$ cat src/hvr_pkg.sv
`default_nettype none
package hvr_pkg;
    // ****************************************************
    // command codes on the keyhole port
    // ****************************************************
    localparam logic [7:0] CMD_READ_CONFIG  = 8'h00;
    localparam logic [7:0] CMD_READ_STATUS  = 8'h02;
    localparam logic [7:0] CMD_READ_FIXED   = 8'h05;
    localparam logic [7:0] CMD_WRITE_CONFIG = 8'h08;

    // ****************************************************
    // hv_config field positions and reset
    // ****************************************************
    localparam int CFG_ATTEN_RATIO_SELECT = 5;
    localparam int CFG_LOWV_DETECT_ENABLE = 4;
    localparam int CFG_ATTEN_DIAG_ENABLE  = 3;
    localparam int CFG_DRIVER_REENABLE    = 2;
    localparam int CFG_SHORT_AUTODIS_OFF  = 1;
    localparam int CFG_TX_ENABLE          = 0;
    localparam logic [7:0] CFG_RESET      = 8'h00;
    localparam logic [7:0] CFG_WRITE_MASK = 8'h3f; // bits 7:6 read zero

    // ****************************************************
    // hv_status field positions and fixed pattern
    // ****************************************************
    localparam int STA_LOWV_FLAG    = 2;
    localparam int STA_SHORT_STATUS = 1;
    localparam int STA_SHORT_EVENT  = 0;
    localparam logic [7:0] FIXED_PATTERN = 8'h82;
    localparam logic [3:0] REVISION_DEFAULT = 4'h1; // arbitrary value
endpackage
`default_nettype wire

$ cat src/hvr_regs.sv
`timescale 1ns/1ps
`default_nettype none

module hvr_regs #(
    parameter logic [3:0] REVISION_ID = hvr_pkg::REVISION_DEFAULT
) (
    // clock and reset
    input  wire logic       clk,
    input  wire logic       resetn,
    // keyhole command port
    input  wire logic       cmd_valid,
    input  wire logic [7:0] cmd_code,
    input  wire logic [7:0] cmd_wdata,
    output logic            resp_valid,
    output logic            resp_ack,
    output logic [7:0]      resp_data,
    // analog front end sense
    input  wire logic       bus_dominant,
    input  wire logic       pin_overcurrent,
    input  wire logic       supply_above_limit,
    // analog front end control
    output logic            atten_ratio_select,
    output logic            lowv_detect_enable,
    output logic            atten_diag_current_enable,
    output logic            transmitter_enable,
    output logic            bus_driver_on,
    output logic            hv_irq
);
    // ****************************************************
    // reset synchroniser
    // ****************************************************
    logic rst_meta_q;
    logic rst_n_q;

    // async assert, two-flop release
    always_ff @(posedge clk or negedge resetn) begin
        if (!resetn) begin
            rst_meta_q <= 1'b0;
            rst_n_q    <= 1'b0;
        end else begin
            rst_meta_q <= 1'b1;
            rst_n_q    <= rst_meta_q;
        end
    end

    // ****************************************************
    // command decode
    // ****************************************************
    logic       cfg_q;
    logic [7:0] config_q;
    logic       drv_off_q;
    logic       short_q;
    logic       event_q;
    logic       lowv_q;

    wire is_wr   = cmd_valid && cmd_code == hvr_pkg::CMD_WRITE_CONFIG;
    wire is_rcfg = cmd_valid && cmd_code == hvr_pkg::CMD_READ_CONFIG;
    wire is_rsta = cmd_valid && cmd_code == hvr_pkg::CMD_READ_STATUS;
    wire is_rfix = cmd_valid && cmd_code == hvr_pkg::CMD_READ_FIXED;
    wire cmd_ok  = is_wr || is_rcfg || is_rsta || is_rfix;

    // live short detection and driver shutdown causes
    wire short_now = bus_dominant && pin_overcurrent;
    wire autodis   = !config_q[hvr_pkg::CFG_SHORT_AUTODIS_OFF];
    wire reenable  = is_wr && cmd_wdata[hvr_pkg::CFG_DRIVER_REENABLE];

    // interrupt request: a status read with no live short retires it
    wire irq_d = (event_q || short_now) && !(is_rsta && !short_now);

    // status image; bit 3 reserved and zero
    wire [7:0] status_img = {REVISION_ID, 1'b0, lowv_q,
                             short_q, event_q};

    // read data selection
    wire [7:0] rd_mux = is_rcfg ? config_q :
                        is_rsta ? status_img :
                        is_rfix ? hvr_pkg::FIXED_PATTERN :
                        8'h00;

    // ****************************************************
    // configuration register
    // ****************************************************
    // write stores masked data; re-enable bit drops next cycle
    always_ff @(posedge clk or negedge rst_n_q) begin
        if (!rst_n_q) begin
            config_q <= hvr_pkg::CFG_RESET;
        end else if (is_wr) begin
            config_q <= cmd_wdata & hvr_pkg::CFG_WRITE_MASK;
        end else begin
            config_q[hvr_pkg::CFG_DRIVER_REENABLE] <= 1'b0;
        end
    end
    assign cfg_q = config_q[hvr_pkg::CFG_DRIVER_REENABLE];

    // ****************************************************
    // short-circuit protection and status
    // ****************************************************
    // shutdown wins over re-enable so a standing short stays off
    always_ff @(posedge clk or negedge rst_n_q) begin
        if (!rst_n_q) begin
            drv_off_q <= 1'b0;
        end else if (short_now && autodis) begin
            drv_off_q <= 1'b1;
        end else if (reenable) begin
            drv_off_q <= 1'b0;
        end
    end

    // sticky event: a new short beats a same-cycle read
    always_ff @(posedge clk or negedge rst_n_q) begin
        if (!rst_n_q) begin
            event_q <= 1'b0;
            short_q <= 1'b0;
            lowv_q  <= 1'b0;
        end else begin
            short_q <= short_now;
            lowv_q  <= config_q[hvr_pkg::CFG_LOWV_DETECT_ENABLE]
                       && supply_above_limit;
            if (short_now) begin
                event_q <= 1'b1;
            end else if (is_rsta) begin
                event_q <= 1'b0;
            end
        end
    end

    // ****************************************************
    // outputs, all registered
    // ****************************************************
    always_ff @(posedge clk or negedge rst_n_q) begin
        if (!rst_n_q) begin
            resp_valid                <= 1'b0;
            resp_ack                  <= 1'b0;
            resp_data                 <= 8'h00;
            atten_ratio_select        <= 1'b0;
            lowv_detect_enable        <= 1'b0;
            atten_diag_current_enable <= 1'b0;
            transmitter_enable        <= 1'b0;
            bus_driver_on             <= 1'b0;
            hv_irq                    <= 1'b0;
        end else begin
            resp_valid <= cmd_valid;
            resp_ack   <= cmd_ok;           // reserved codes answer nack
            resp_data  <= rd_mux;
            atten_ratio_select <=
                config_q[hvr_pkg::CFG_ATTEN_RATIO_SELECT];
            lowv_detect_enable <=
                config_q[hvr_pkg::CFG_LOWV_DETECT_ENABLE];
            atten_diag_current_enable <=
                config_q[hvr_pkg::CFG_ATTEN_DIAG_ENABLE];
            transmitter_enable <= config_q[hvr_pkg::CFG_TX_ENABLE];
            bus_driver_on <= config_q[hvr_pkg::CFG_TX_ENABLE]
                             && !drv_off_q;
            // interrupt stands until a status read lands with no live short
            hv_irq <= irq_d;
        end
    end
endmodule // hvr_regs

`default_nettype wire

$ cat config.mk
export PLATFORM = sky130hd
export DESIGN_NAME = hvr_regs
export DESIGN_NICKNAME = d
export VERILOG_FILES = /design/src/hvr_pkg.sv /design/src/hvr_regs.sv
export SDC_FILE = /design/constraint.sdc
export NUM_CORES = 1
export LEC_CHECK = 0
export ABC_AREA = 1
export BUFFER_PORTS_ARGS = -buffer_cell sky130_fd_sc_hd__clkbuf_2
export CORE_AREA = 2 2 63 65
export DETAILED_ROUTE_END_ITERATION = 7
export DIE_AREA = 0 0 65 67
export PLACE_DENSITY = 0.54
export SYNTH_ARGS = -nofsm -noshare
export SYNTH_HDL_FRONTEND = slang
export SYNTH_SLANG_ARGS = --single-unit
$ cat constraint.sdc
create_clock -name clk -period 0.9 [get_ports clk]
set_input_delay 0.045 -clock clk [delete_from_list [all_inputs] [get_ports clk]]
set_output_delay 0.045 -clock clk [all_outputs]
set_load 0.02 [all_outputs]
==> out/qor.csv, run 1 <==
stage,metric,value,unit
clock_tree,insertion_delay,0.27,ns
global_route,overflow,0,
placement,place_hpwl,1520,um
yosys,syn_inst,104,
run,cap_violations,0,
routing,avgRoutedWirePerCell,10.2,um
yosys,netlist_area,1060,um^2
floorplan,chipWidth,65,um
final_layout,largest-register,resp_data,
worst_setup_path,required,0.85,ns
floorplan,ios,38,
clock_tree,clkTransAtPathRegs,0.09,ns
sta,tns,0,ns
power,powerDensity,1520,nW/um^2
worst_setup_path,critical_path_class,register to output port,
worst_setup_path,crit_start,atten_diag_current_enable$_DFF_PN0_,
yosys,ys_seq_elements,27,
yosys,synth_top_family_by_area,simple AND/OR/NAND/NOR gates,
clock_tree,ctsResizeCount,0,
final_layout,stdcell_area,1390,um^2
hold_path,hp-class,input pin to register,
run_status,status,finished clean,
worst_setup_path,critPathLaunchType,register,
hold_path,min_path_cells,3,
worst_setup_path,endpoint_kind,output port,
yosys,syn_area_per_cell,10.2,um^2
clock_tree,ctsHtreeMaxLevel,1,
floorplan,dieArea,4360,um^2
worst_setup_path,r2r_cells,2,
floorplan,num_rows,22,
final_layout,utilization,38.7,%
power,ir_drop,0.829,mV
yosys,yosys_warnings,0,
routing,first_pass_iters,5,
clock_tree,cts_sinks,27,
clock_tree,postCtsSetupRepairBufs,0,
routing,wl,2000,um
worst_setup_path,worstReg2RegEnd,drv_off_q$_DFFE_PN0P_,
floorplan,core,3610,um^2
routing,post_drt_via_cell_ratio,4.07,
global_route,grt_pass1_wl,3460,um
clock_tree,cts_hold_buf,5,
power,p_sw_share,23.1,%
sta,slew_violations,0,
final_layout,largest_reg_flops,7,
routing,drt-initial-drc-count,54,
worst_setup_path,rr_startpoint,config_q[1]$_DFFE_PN0P_,
worst_setup_path,cp_cell_sequence,clkbuf_2,
global_route,antenna_found_initial,0,
routing,drtAntennaViolNets,0,
sta,period_share,93.1,%
power,p_clk_share,31.3,%
worst_setup_path,critical_path_arrival,0.79,ns
sta,fin_crit,0.838,ns
floorplan,die_y,67,um
worst_setup_path,slowest_stage,dfrtp_1,
power,p_comb_share,9.3,%
yosys,yosysUniqueCellTypes,16,
sta,final-hold-violation-count,0,
clock_tree,clockRootBuffer,clkbuf_8,
placement,placed_cell_area,1300,um^2
final_layout,top_regs,"resp_data (7), config_q (6)",
routing,vias,797,
final_layout,final_nets,171,
sta,skew,0.00686,ns
placement,gp_congestion,0.811,
yosys,synth.area.mux_share,0,%
sta,whs,0.0193,ns
yosys,yosys.area_share.simple,29.0,%
final_layout,area_delta_synth_final,31.5,%
final_layout,drive_above_1_share,35.8,%
hold_path,whs_endpoint,config_q[1]$_DFFE_PN0P_,
worst_setup_path,slowest_delay,0.37,ns
power,pwr-share-seq,59.3,%
worst_setup_path,crit_fanout,1,
yosys,synth_xor_xnor_area_share,0,%
sta,max_clock_freq,1.19,GHz
clock_tree,cts_buffers,3,
final_layout,antenna_cells,0,
global_route,grt_pass1_vias,817,
power,total_leakage_power,0.804,nW
yosys,ys_seq_area_share,63.8,%
power,p_switching,0.489,mW
clock_tree,cts.path.max_buffers,2,
clock_tree,tritoncts,yes,
global_route,grt_max_degree,26,
yosys,synthAdderAreaFrac,0,%
global_route,grt_util_all_layers,10.7,%
placement,port-buffer-count,34,
hold_path,min_from,cmd_wdata[1],
yosys,synth_compound_area_share,0.826,%
worst_setup_path,path_delay_family,flip-flops,
power,p_int,1.63,mW
final_layout,layout_common_cells,"clkbuf_2 (34), dfrtp_1 (27), nand2_1 (25)",
yosys,syn-num-nets,126,
sta,finalSetupViolCount,0,
floorplan,start_util,29.4,%
sta,rsz0062_at_grt,no,
final_layout,layout_commonest_cell,clkbuf_2,
routing,drc,0,
worst_setup_path,cp_num_buf_inv,1,
worst_setup_path,reg2reg_slack,0.08,ns
-- worst max path at each step --
stage                                           to  slack [ns]  cells after the start
5_1_grt                               resp_data[1]        0.02                      1
2_1_floorplan  atten_diag_current_enable$_DFF_PN0_        0.09                      0
3_5_place_dp               config_q[0]$_DFFE_PN0P_       0.006                      7
6_report                 atten_diag_current_enable        0.06                      1
4_1_cts                              bus_driver_on        0.05                      1
3_3_place_gp               config_q[0]$_DFFE_PN0P_        0.03                      7
-- per-stage QoR --
stage | instances | total power, mW | worst slack (ns)
6_report | 196 | 2.12 | 0.0623
5_1_grt | 196 | 2.26 | 0.0172
4_1_cts | 196 | 2.15 | 0.0523
3_5_place_dp | 187 | 1.47 | 0.00628
3_3_place_gp | 187 | 1.46 | 0.0323
2_1_floorplan | 104 | 1.38 | 0.0938
-- layout make-up --
type / count / area [um^2]
clock inverter: 1 / 5.00
tap: 48 / 60.1
timing repair buffer: 41 / 235
inverter: 14 / 52.6
fill: 354 / 2210
multi-input combinational: 62 / 324
clock buffer: 3 / 41.3
sequential: 27 / 676
-- layer usage --
metal / vias to the layer above / global-route usage, % / wire length [um]
li1: 401 / - / -
met1: 369 / 11.8 / 871
met2: 25 / 18.4 / 954
met3: 2 / 4.22 / 135
met4: 0 / 4.26 / 33
met5: - / 0 / 0
-- power by group through the flow --
stage          combinational [mW]  clock [mW]  sequential (mW)
6_report                    0.198       0.664             1.26
5_1_grt                     0.225       0.773             1.26
4_1_cts                     0.202       0.690             1.26
3_5_place_dp                0.185           0             1.28
3_3_place_gp                0.181           0             1.28
2_1_floorplan              0.0674           0             1.31
-- synthesized netlist by cell type --
library cell / number / area share (%)
buf_4: 1 / 0.71
dfrtp_1: 27 / 64
nor2_1: 12 / 4.2
nand3_2: 2 / 1.9
nand3_1: 13 / 6.1
nor2_4: 2 / 2.1
nand3_4: 1 / 1.7
nand2_1: 25 / 8.9
o21ai_2: 1 / 0.83
inv_2: 3 / 1.1
conb_1: 2 / 0.71
nor2_8: 1 / 1.9
nand2_4: 1 / 1.1
or2_2: 1 / 0.59
nand2_2: 1 / 0.59
inv_1: 11 / 3.9
-- cell families (layout without fill, tap and decap cells) --
kind of cell,after synthesis,count (layout)
compound gates,1,1
buf+inv,15,59
flops,27,27
other cells,2,2
simple gates,59,59
-- worst register-to-register path: cells and delay by family (launching register included) --
family | cells | cell delay, ns
DFF | 1 | 0.40
and+or+nand+nor | 2 | 0.36
No activity file was read; power rests on OpenSTA's default activity.
==> inputs of run 2 (changes only) <==
- CORE_AREA: 2 2 63 65 -> 3 3 64 66
- DIE_AREA: 0 0 65 67 -> 0 0 67 69
==> run 2 against run 1 <==
  * Critical endpoint is now resp_data[0]
  * Die area grew 6.2%
  * Sequential power is essentially flat
  * Clock-buffer cell count is the same
  * First-iteration DRC count shrank 11%
  * Utilization shrank 0.64 points
  * Non-clock buffer count shrank 1
  * Clock skew is essentially flat
  * Critical path depth is the same
  * Register-to-register slack is essentially flat
  * Power shrank 0.43%
  * Highest routed layer unchanged
==> out/qor.csv, run 2 (same netlist as run 1, synthesis figures left out) <==
stage,metric,value,unit
run_status,status,finished clean,
worst_setup_path,slowest_delay,0.38,ns
final_layout,layout_commonest_cell,clkbuf_2,
routing,drtAntennaViolNets,0,
hold_path,hp-class,input pin to register,
routing,wl,1950,um
routing,drt-initial-drc-count,48,
routing,post_drt_via_cell_ratio,4.08,
clock_tree,clkTransAtPathRegs,0.09,ns
global_route,grt_util_all_layers,9.89,%
floorplan,start_util,29.2,%
clock_tree,cts_sinks,27,
final_layout,drive_above_1_share,36.7,%
final_layout,largest_reg_flops,7,
final_layout,antenna_cells,0,
power,ir_drop,0.967,mV
sta,max_clock_freq,1.19,GHz
worst_setup_path,required,0.85,ns
final_layout,layout_common_cells,"clkbuf_2 (34), dfrtp_1 (27), nand2_1 (25)",
sta,finalSetupViolCount,0,
worst_setup_path,crit_start,resp_data[0]$_DFF_PN0_,
final_layout,fillers,387,
sta,slew_violations,0,
global_route,overflow,0,
clock_tree,ctsResizeCount,0,
final_layout,largest-register,resp_data,
worst_setup_path,cp_num_buf_inv,1,
worst_setup_path,path_delay_family,flip-flops,
clock_tree,ctsHtreeMaxLevel,1,
clock_tree,cts_hold_buf,3,
worst_setup_path,endpoint_kind,output port,
sta,setup_ws,0.0595,ns
global_route,grt_pass1_wl,3490,um
hold_path,min_path_cells,3,
sta,skew,0.00721,ns
routing,first_pass_iters,4,
placement,placed_cell_area,1310,um^2
floorplan,num_rows,22,
clock_tree,postCtsSetupRepairBufs,0,
floorplan,chipWidth,67,um
clock_tree,tritoncts,yes,
final_layout,utilization,38.0,%
floorplan,core,3630,um^2
worst_setup_path,reg2reg_slack,0.09,ns
global_route,antenna_found_initial,0,
worst_setup_path,cp_cell_sequence,clkbuf_2,
floorplan,ios,38,
floorplan,die_y,69,um
run,cap_violations,0,
worst_setup_path,critical_path_class,register to output port,
power,p_clk_share,31.3,%
worst_setup_path,slowest_stage,dfrtp_1,
placement,place_hpwl,1560,um
routing,avgRoutedWirePerCell,9.99,um
power,p_int,1.63,mW
worst_setup_path,critPathLaunchType,register,
hold_path,whs_endpoint,config_q[1]$_DFFE_PN0P_,
power,p_switching,0.482,mW
power,p_total,2.11,mW
power,total_leakage_power,0.801,nW
clock_tree,cts.path.max_buffers,2,
clock_tree,cts_buffers,3,
routing,drc,0,
power,pwr-share-seq,59.5,%
global_route,grt_pass1_vias,794,
worst_setup_path,r2r_cells,2,
worst_setup_path,crit_fanout,1,
sta,period_share,93.4,%
worst_setup_path,worstReg2RegEnd,drv_off_q$_DFFE_PN0P_,
clock_tree,clockRootBuffer,clkbuf_8,
floorplan,dieArea,4620,um^2
final_layout,stdcell_area,1380,um^2
placement,place_ws,-0.000215,ns
clock_tree,insertion_delay,0.27,ns
placement,port-buffer-count,34,
hold_path,min_from,cmd_wdata[1],
worst_setup_path,rr_startpoint,config_q[1]$_DFFE_PN0P_,
sta,final-hold-violation-count,0,
power,p_sw_share,22.9,%
sta,rsz0062_at_grt,no,
final_layout,final_nets,170,
sta,fin_crit,0.841,ns
routing,vias,795,
power,p_comb_share,9.1,%
final_layout,area_delta_synth_final,30.3,%
worst_setup_path,critical_path_arrival,0.80,ns
power,powerDensity,1530,nW/um^2
global_route,grt_max_degree,26,
final_layout,top_regs,"resp_data (7), config_q (6)",
placement,gp_congestion,0.795,
-- run 2: changes by cell type in the layout (fill, tap and decap cells not counted), sizes merged --
cell         delta
dlygate4sd3     -2
buf             +1
-- run 2: layer usage --
metal / vias to the layer above / GRT usage (%) / part of all wire [%]
li1: 398 / - / -
met1: 369 / 12.2 / 42
met2: 26 / 15.5 / 49
met3: 2 / 3.09 / 6.3
met4: 0 / 4.50 / 1.8
met5: - / 0 / 0
-- run 2: layout make-up --
class | count | area [um^2] | share of cell area [%]
inverters | 14 | 52.6 | 3.80
repair buffers | 40 | 223 | 16.1
flip-flops and latches | 27 | 676 | 48.9
clock buffers | 3 | 41.3 | 2.99
well taps | 48 | 60.1 | 4.35
multi-input cells | 62 | 324 | 23.5
clock inverters | 1 | 5.00 | 0.362
-- run 2: how the worst max path moves through the flow --
stage | end | slack (ns) | cells past startpoint
after floorplan | atten_diag_current_enable$_DFF_PN0_ | 0.09 | 0
after global placement | config_q[3]$_DFFE_PN0P_ | 0.03 | 7
after detailed placement | config_q[3]$_DFFE_PN0P_ | -0.0002 | 7
after CTS | resp_data[7] | 0.04 | 1
after global routing | resp_data[0] | 0.02 | 1
final | resp_data[0] | 0.06 | 1
-- run 2: power by group through the flow --
stage	combinational (mW)	sequential [mW]	clock [mW]
finish	0.193	1.26	0.661
global route	0.221	1.26	0.745
CTS	0.198	1.26	0.687
detailed placement	0.188	1.28	0
global placement	0.184	1.28	0
floorplan	0.0674	1.31	0
-- run 2: stage by stage --
stage                     hold slack (ns)  std cells   TNS (ns)
after global routing              0.00778        195          0
after CTS                         0.00289        195          0
after detailed placement           -0.167        188  -0.000215
after global placement             -0.168        188          0
after floorplan                    -0.251        104          0
final                             0.00593        195          0
==> inputs of run 3 (changes only) <==
- CELL_PAD_IN_SITES_DETAIL_PLACEMENT: default -> 1
- CELL_PAD_IN_SITES_GLOBAL_PLACEMENT: default -> 1
- PLACE_DENSITY: 0.54 -> 0.68
==> run 3 against run 2 <==
  * Clock-buffer cell count stayed put
  * Critical path depth did not move
  * Sequential cell count did not move
  * Fmax down 1.4%
  * Global-route usage is 1.1 points higher
  * Power rose by 2.8%
  * Design area is 2.7% higher
  * Sequential power about the same
  * Register-to-register slack about the same
  * Via count grew 3.5%
  * Wire length up 19%
  * Worst setup slack worse by 0.012 ns
  * Critical path type unchanged
==> out/qor.csv, run 3 (same netlist as run 1, synthesis figures left out) <==
stage,metric,value,unit
run_status,status,finished clean,
final_layout,multi_input_area,324,um^2
routing,vias,823,
worst_setup_path,required,0.85,ns
sta,slew_violations,0,
sta,finalSetupViolCount,0,
floorplan,core,3630,um^2
final_layout,top_regs,"resp_data (7), config_q (6)",
floorplan,chipWidth,67,um
final_layout,largest_reg_flops,7,
clock_tree,cts_sinks,27,
worst_setup_path,path_delay_family,flip-flops,
placement,gp_congestion,0.773,
power,pwr-share-seq,58.0,%
global_route,antenna_found_initial,0,
sta,period_share,94.8,%
clock_tree,ctsResizeCount,0,
power,p_clk_share,32.2,%
global_route,grt_max_degree,26,
global_route,overflow,0,
clock_tree,clkTransAtPathRegs,0.09,ns
floorplan,dieArea,4620,um^2
worst_setup_path,slowest_delay,0.38,ns
final_layout,final_nets,172,
sta,final-hold-violation-count,0,
power,powerDensity,1530,nW/um^2
placement,placed_cell_area,1310,um^2
power,ir_drop,0.524,mV
final_layout,layout_common_cells,"clkbuf_2 (34), dfrtp_1 (27), nand2_1 (25)",
routing,drtAntennaViolNets,0,
final_layout,drive_above_1_share,35.6,%
worst_setup_path,reg2reg_slack,0.08,ns
floorplan,ios,38,
worst_setup_path,slowest_stage,dfrtp_1,
worst_setup_path,crit_fanout,1,
worst_setup_path,rr_startpoint,config_q[1]$_DFFE_PN0P_,
sta,skew,0.00384,ns
run,cap_violations,0,
power,p_int,1.64,mW
final_layout,layout_commonest_cell,clkbuf_2,
worst_setup_path,crit_start,hv_irq$_DFF_PN0_,
clock_tree,cts_buffers,3,
final_layout,fillers,436,
final_layout,largest-register,resp_data,
floorplan,num_rows,22,
sta,rsz0062_at_grt,no,
floorplan,start_util,29.2,%
worst_setup_path,critical_path_arrival,0.81,ns
worst_setup_path,cp_cell_sequence,clkbuf_2,
clock_tree,insertion_delay,0.27,ns
worst_setup_path,cp_num_buf_inv,1,
worst_setup_path,endpoint_kind,output port,
power,p_sw_share,24.2,%
clock_tree,postCtsSetupRepairBufs,0,
power,p_switching,0.525,mW
placement,port-buffer-count,34,
routing,post_drt_via_cell_ratio,4.18,
sta,fin_crit,0.853,ns
final_layout,seqCellArea,676,um^2
floorplan,die_y,69,um
clock_tree,clockRootBuffer,clkbuf_8,
routing,wl,2320,um
hold_path,min_from,cmd_wdata[3],
hold_path,hp-class,input pin to register,
global_route,grt_pass1_wl,3870,um
routing,first_pass_iters,4,
sta,max_clock_freq,1.17,GHz
global_route,grt_util_all_layers,11.0,%
clock_tree,ctsHtreeMaxLevel,1,
placement,place_hpwl,1870,um
final_layout,utilization,39.0,%
clock_tree,cts.path.max_buffers,2,
routing,drc,0,
clock_tree,tritoncts,yes,
routing,avgRoutedWirePerCell,11.8,um
power,p_comb_share,9.8,%
worst_setup_path,critPathLaunchType,register,
final_layout,antenna_cells,0,
routing,drt-initial-drc-count,28,
worst_setup_path,critical_path_class,register to output port,
global_route,grt_pass1_vias,863,
final_layout,area_delta_synth_final,33.9,%
final_layout,stdcell_area,1420,um^2
power,total_leakage_power,0.809,nW
==> run 3: final cells by class <==
type | count | share of cell area, %
Tap cell | 48 | 4.23
Clock inverter | 1 | 0.529
Timing Repair Buffer | 42 | 18.2
Multi-Input combinational cell | 62 | 22.8
Sequential cell | 27 | 47.6
Clock buffer | 3 | 2.91
Inverter | 14 | 3.70
==> run 3: final timing paths <==
kind | cells after the start | end
hold / removal | 3 | config_q[3]$_DFFE_PN0P_
max in group asynchronous | 1 | event_q$_DFFE_PN0P_
min in group asynchronous | 2 | rst_meta_q$_DFF_PN0_
hold reg to reg | 1 | bus_driver_on$_DFF_PN0_
setup reg to reg | 2 | drv_off_q$_DFFE_PN0P_
setup / recovery | 1 | hv_irq
==> run 3: worst min-delay path, cell delays in order <==
cell and delay (ns):
clkbuf_2 0.09, nand3_1 0.07, nand2_1 0.05
==> run 3: routing by layer <==
layer / routed length, um / share of wire (%) / vias up / global-route usage (%)
met1: 937 / 40 / 393 / 12.1
met5: 0 / 0 / - / 0
met3: 129 / 5.6 / 4 / 2.44
li1: - / - / 404 / -
met4: 51 / 2.2 / 0 / 5.41
met2: 1200 / 52 / 22 / 19.3
==> run 3: what timing repair did <==
action / in CTS / in global routing
hold endpoints to repair: 7 / 0
hold buffers: 6 / 0
endpoints found under the setup margin: 0 / 0
==> run 3: power groups by stage <==
| stage | Combinational [mW] | Clock, mW | Sequential, mW |
|---|---|---|---|
| after floorplan | 0.0674 | 0 | 1.31 |
| after global routing | 0.235 | 0.787 | 1.26 |
| final | 0.212 | 0.699 | 1.26 |
| after CTS | 0.216 | 0.726 | 1.26 |
| after detailed placement | 0.195 | 0 | 1.28 |
| after global placement | 0.188 | 0 | 1.28 |
==> run 3: stage by stage <==
step	setup slack, ns	hold slack [ns]	TNS (ns)	power, mW	std cells
floorplan	0.0938	-0.251	0	1.38	104
global placement	0.0207	-0.169	0	1.47	187
detailed placement	-0.00901	-0.167	-0.0389	1.48	187
CTS	0.0324	0.00219	0	2.20	197
global route	0.00960	0.00680	0	2.29	197
finish	0.0471	0.00862	0	2.17	197
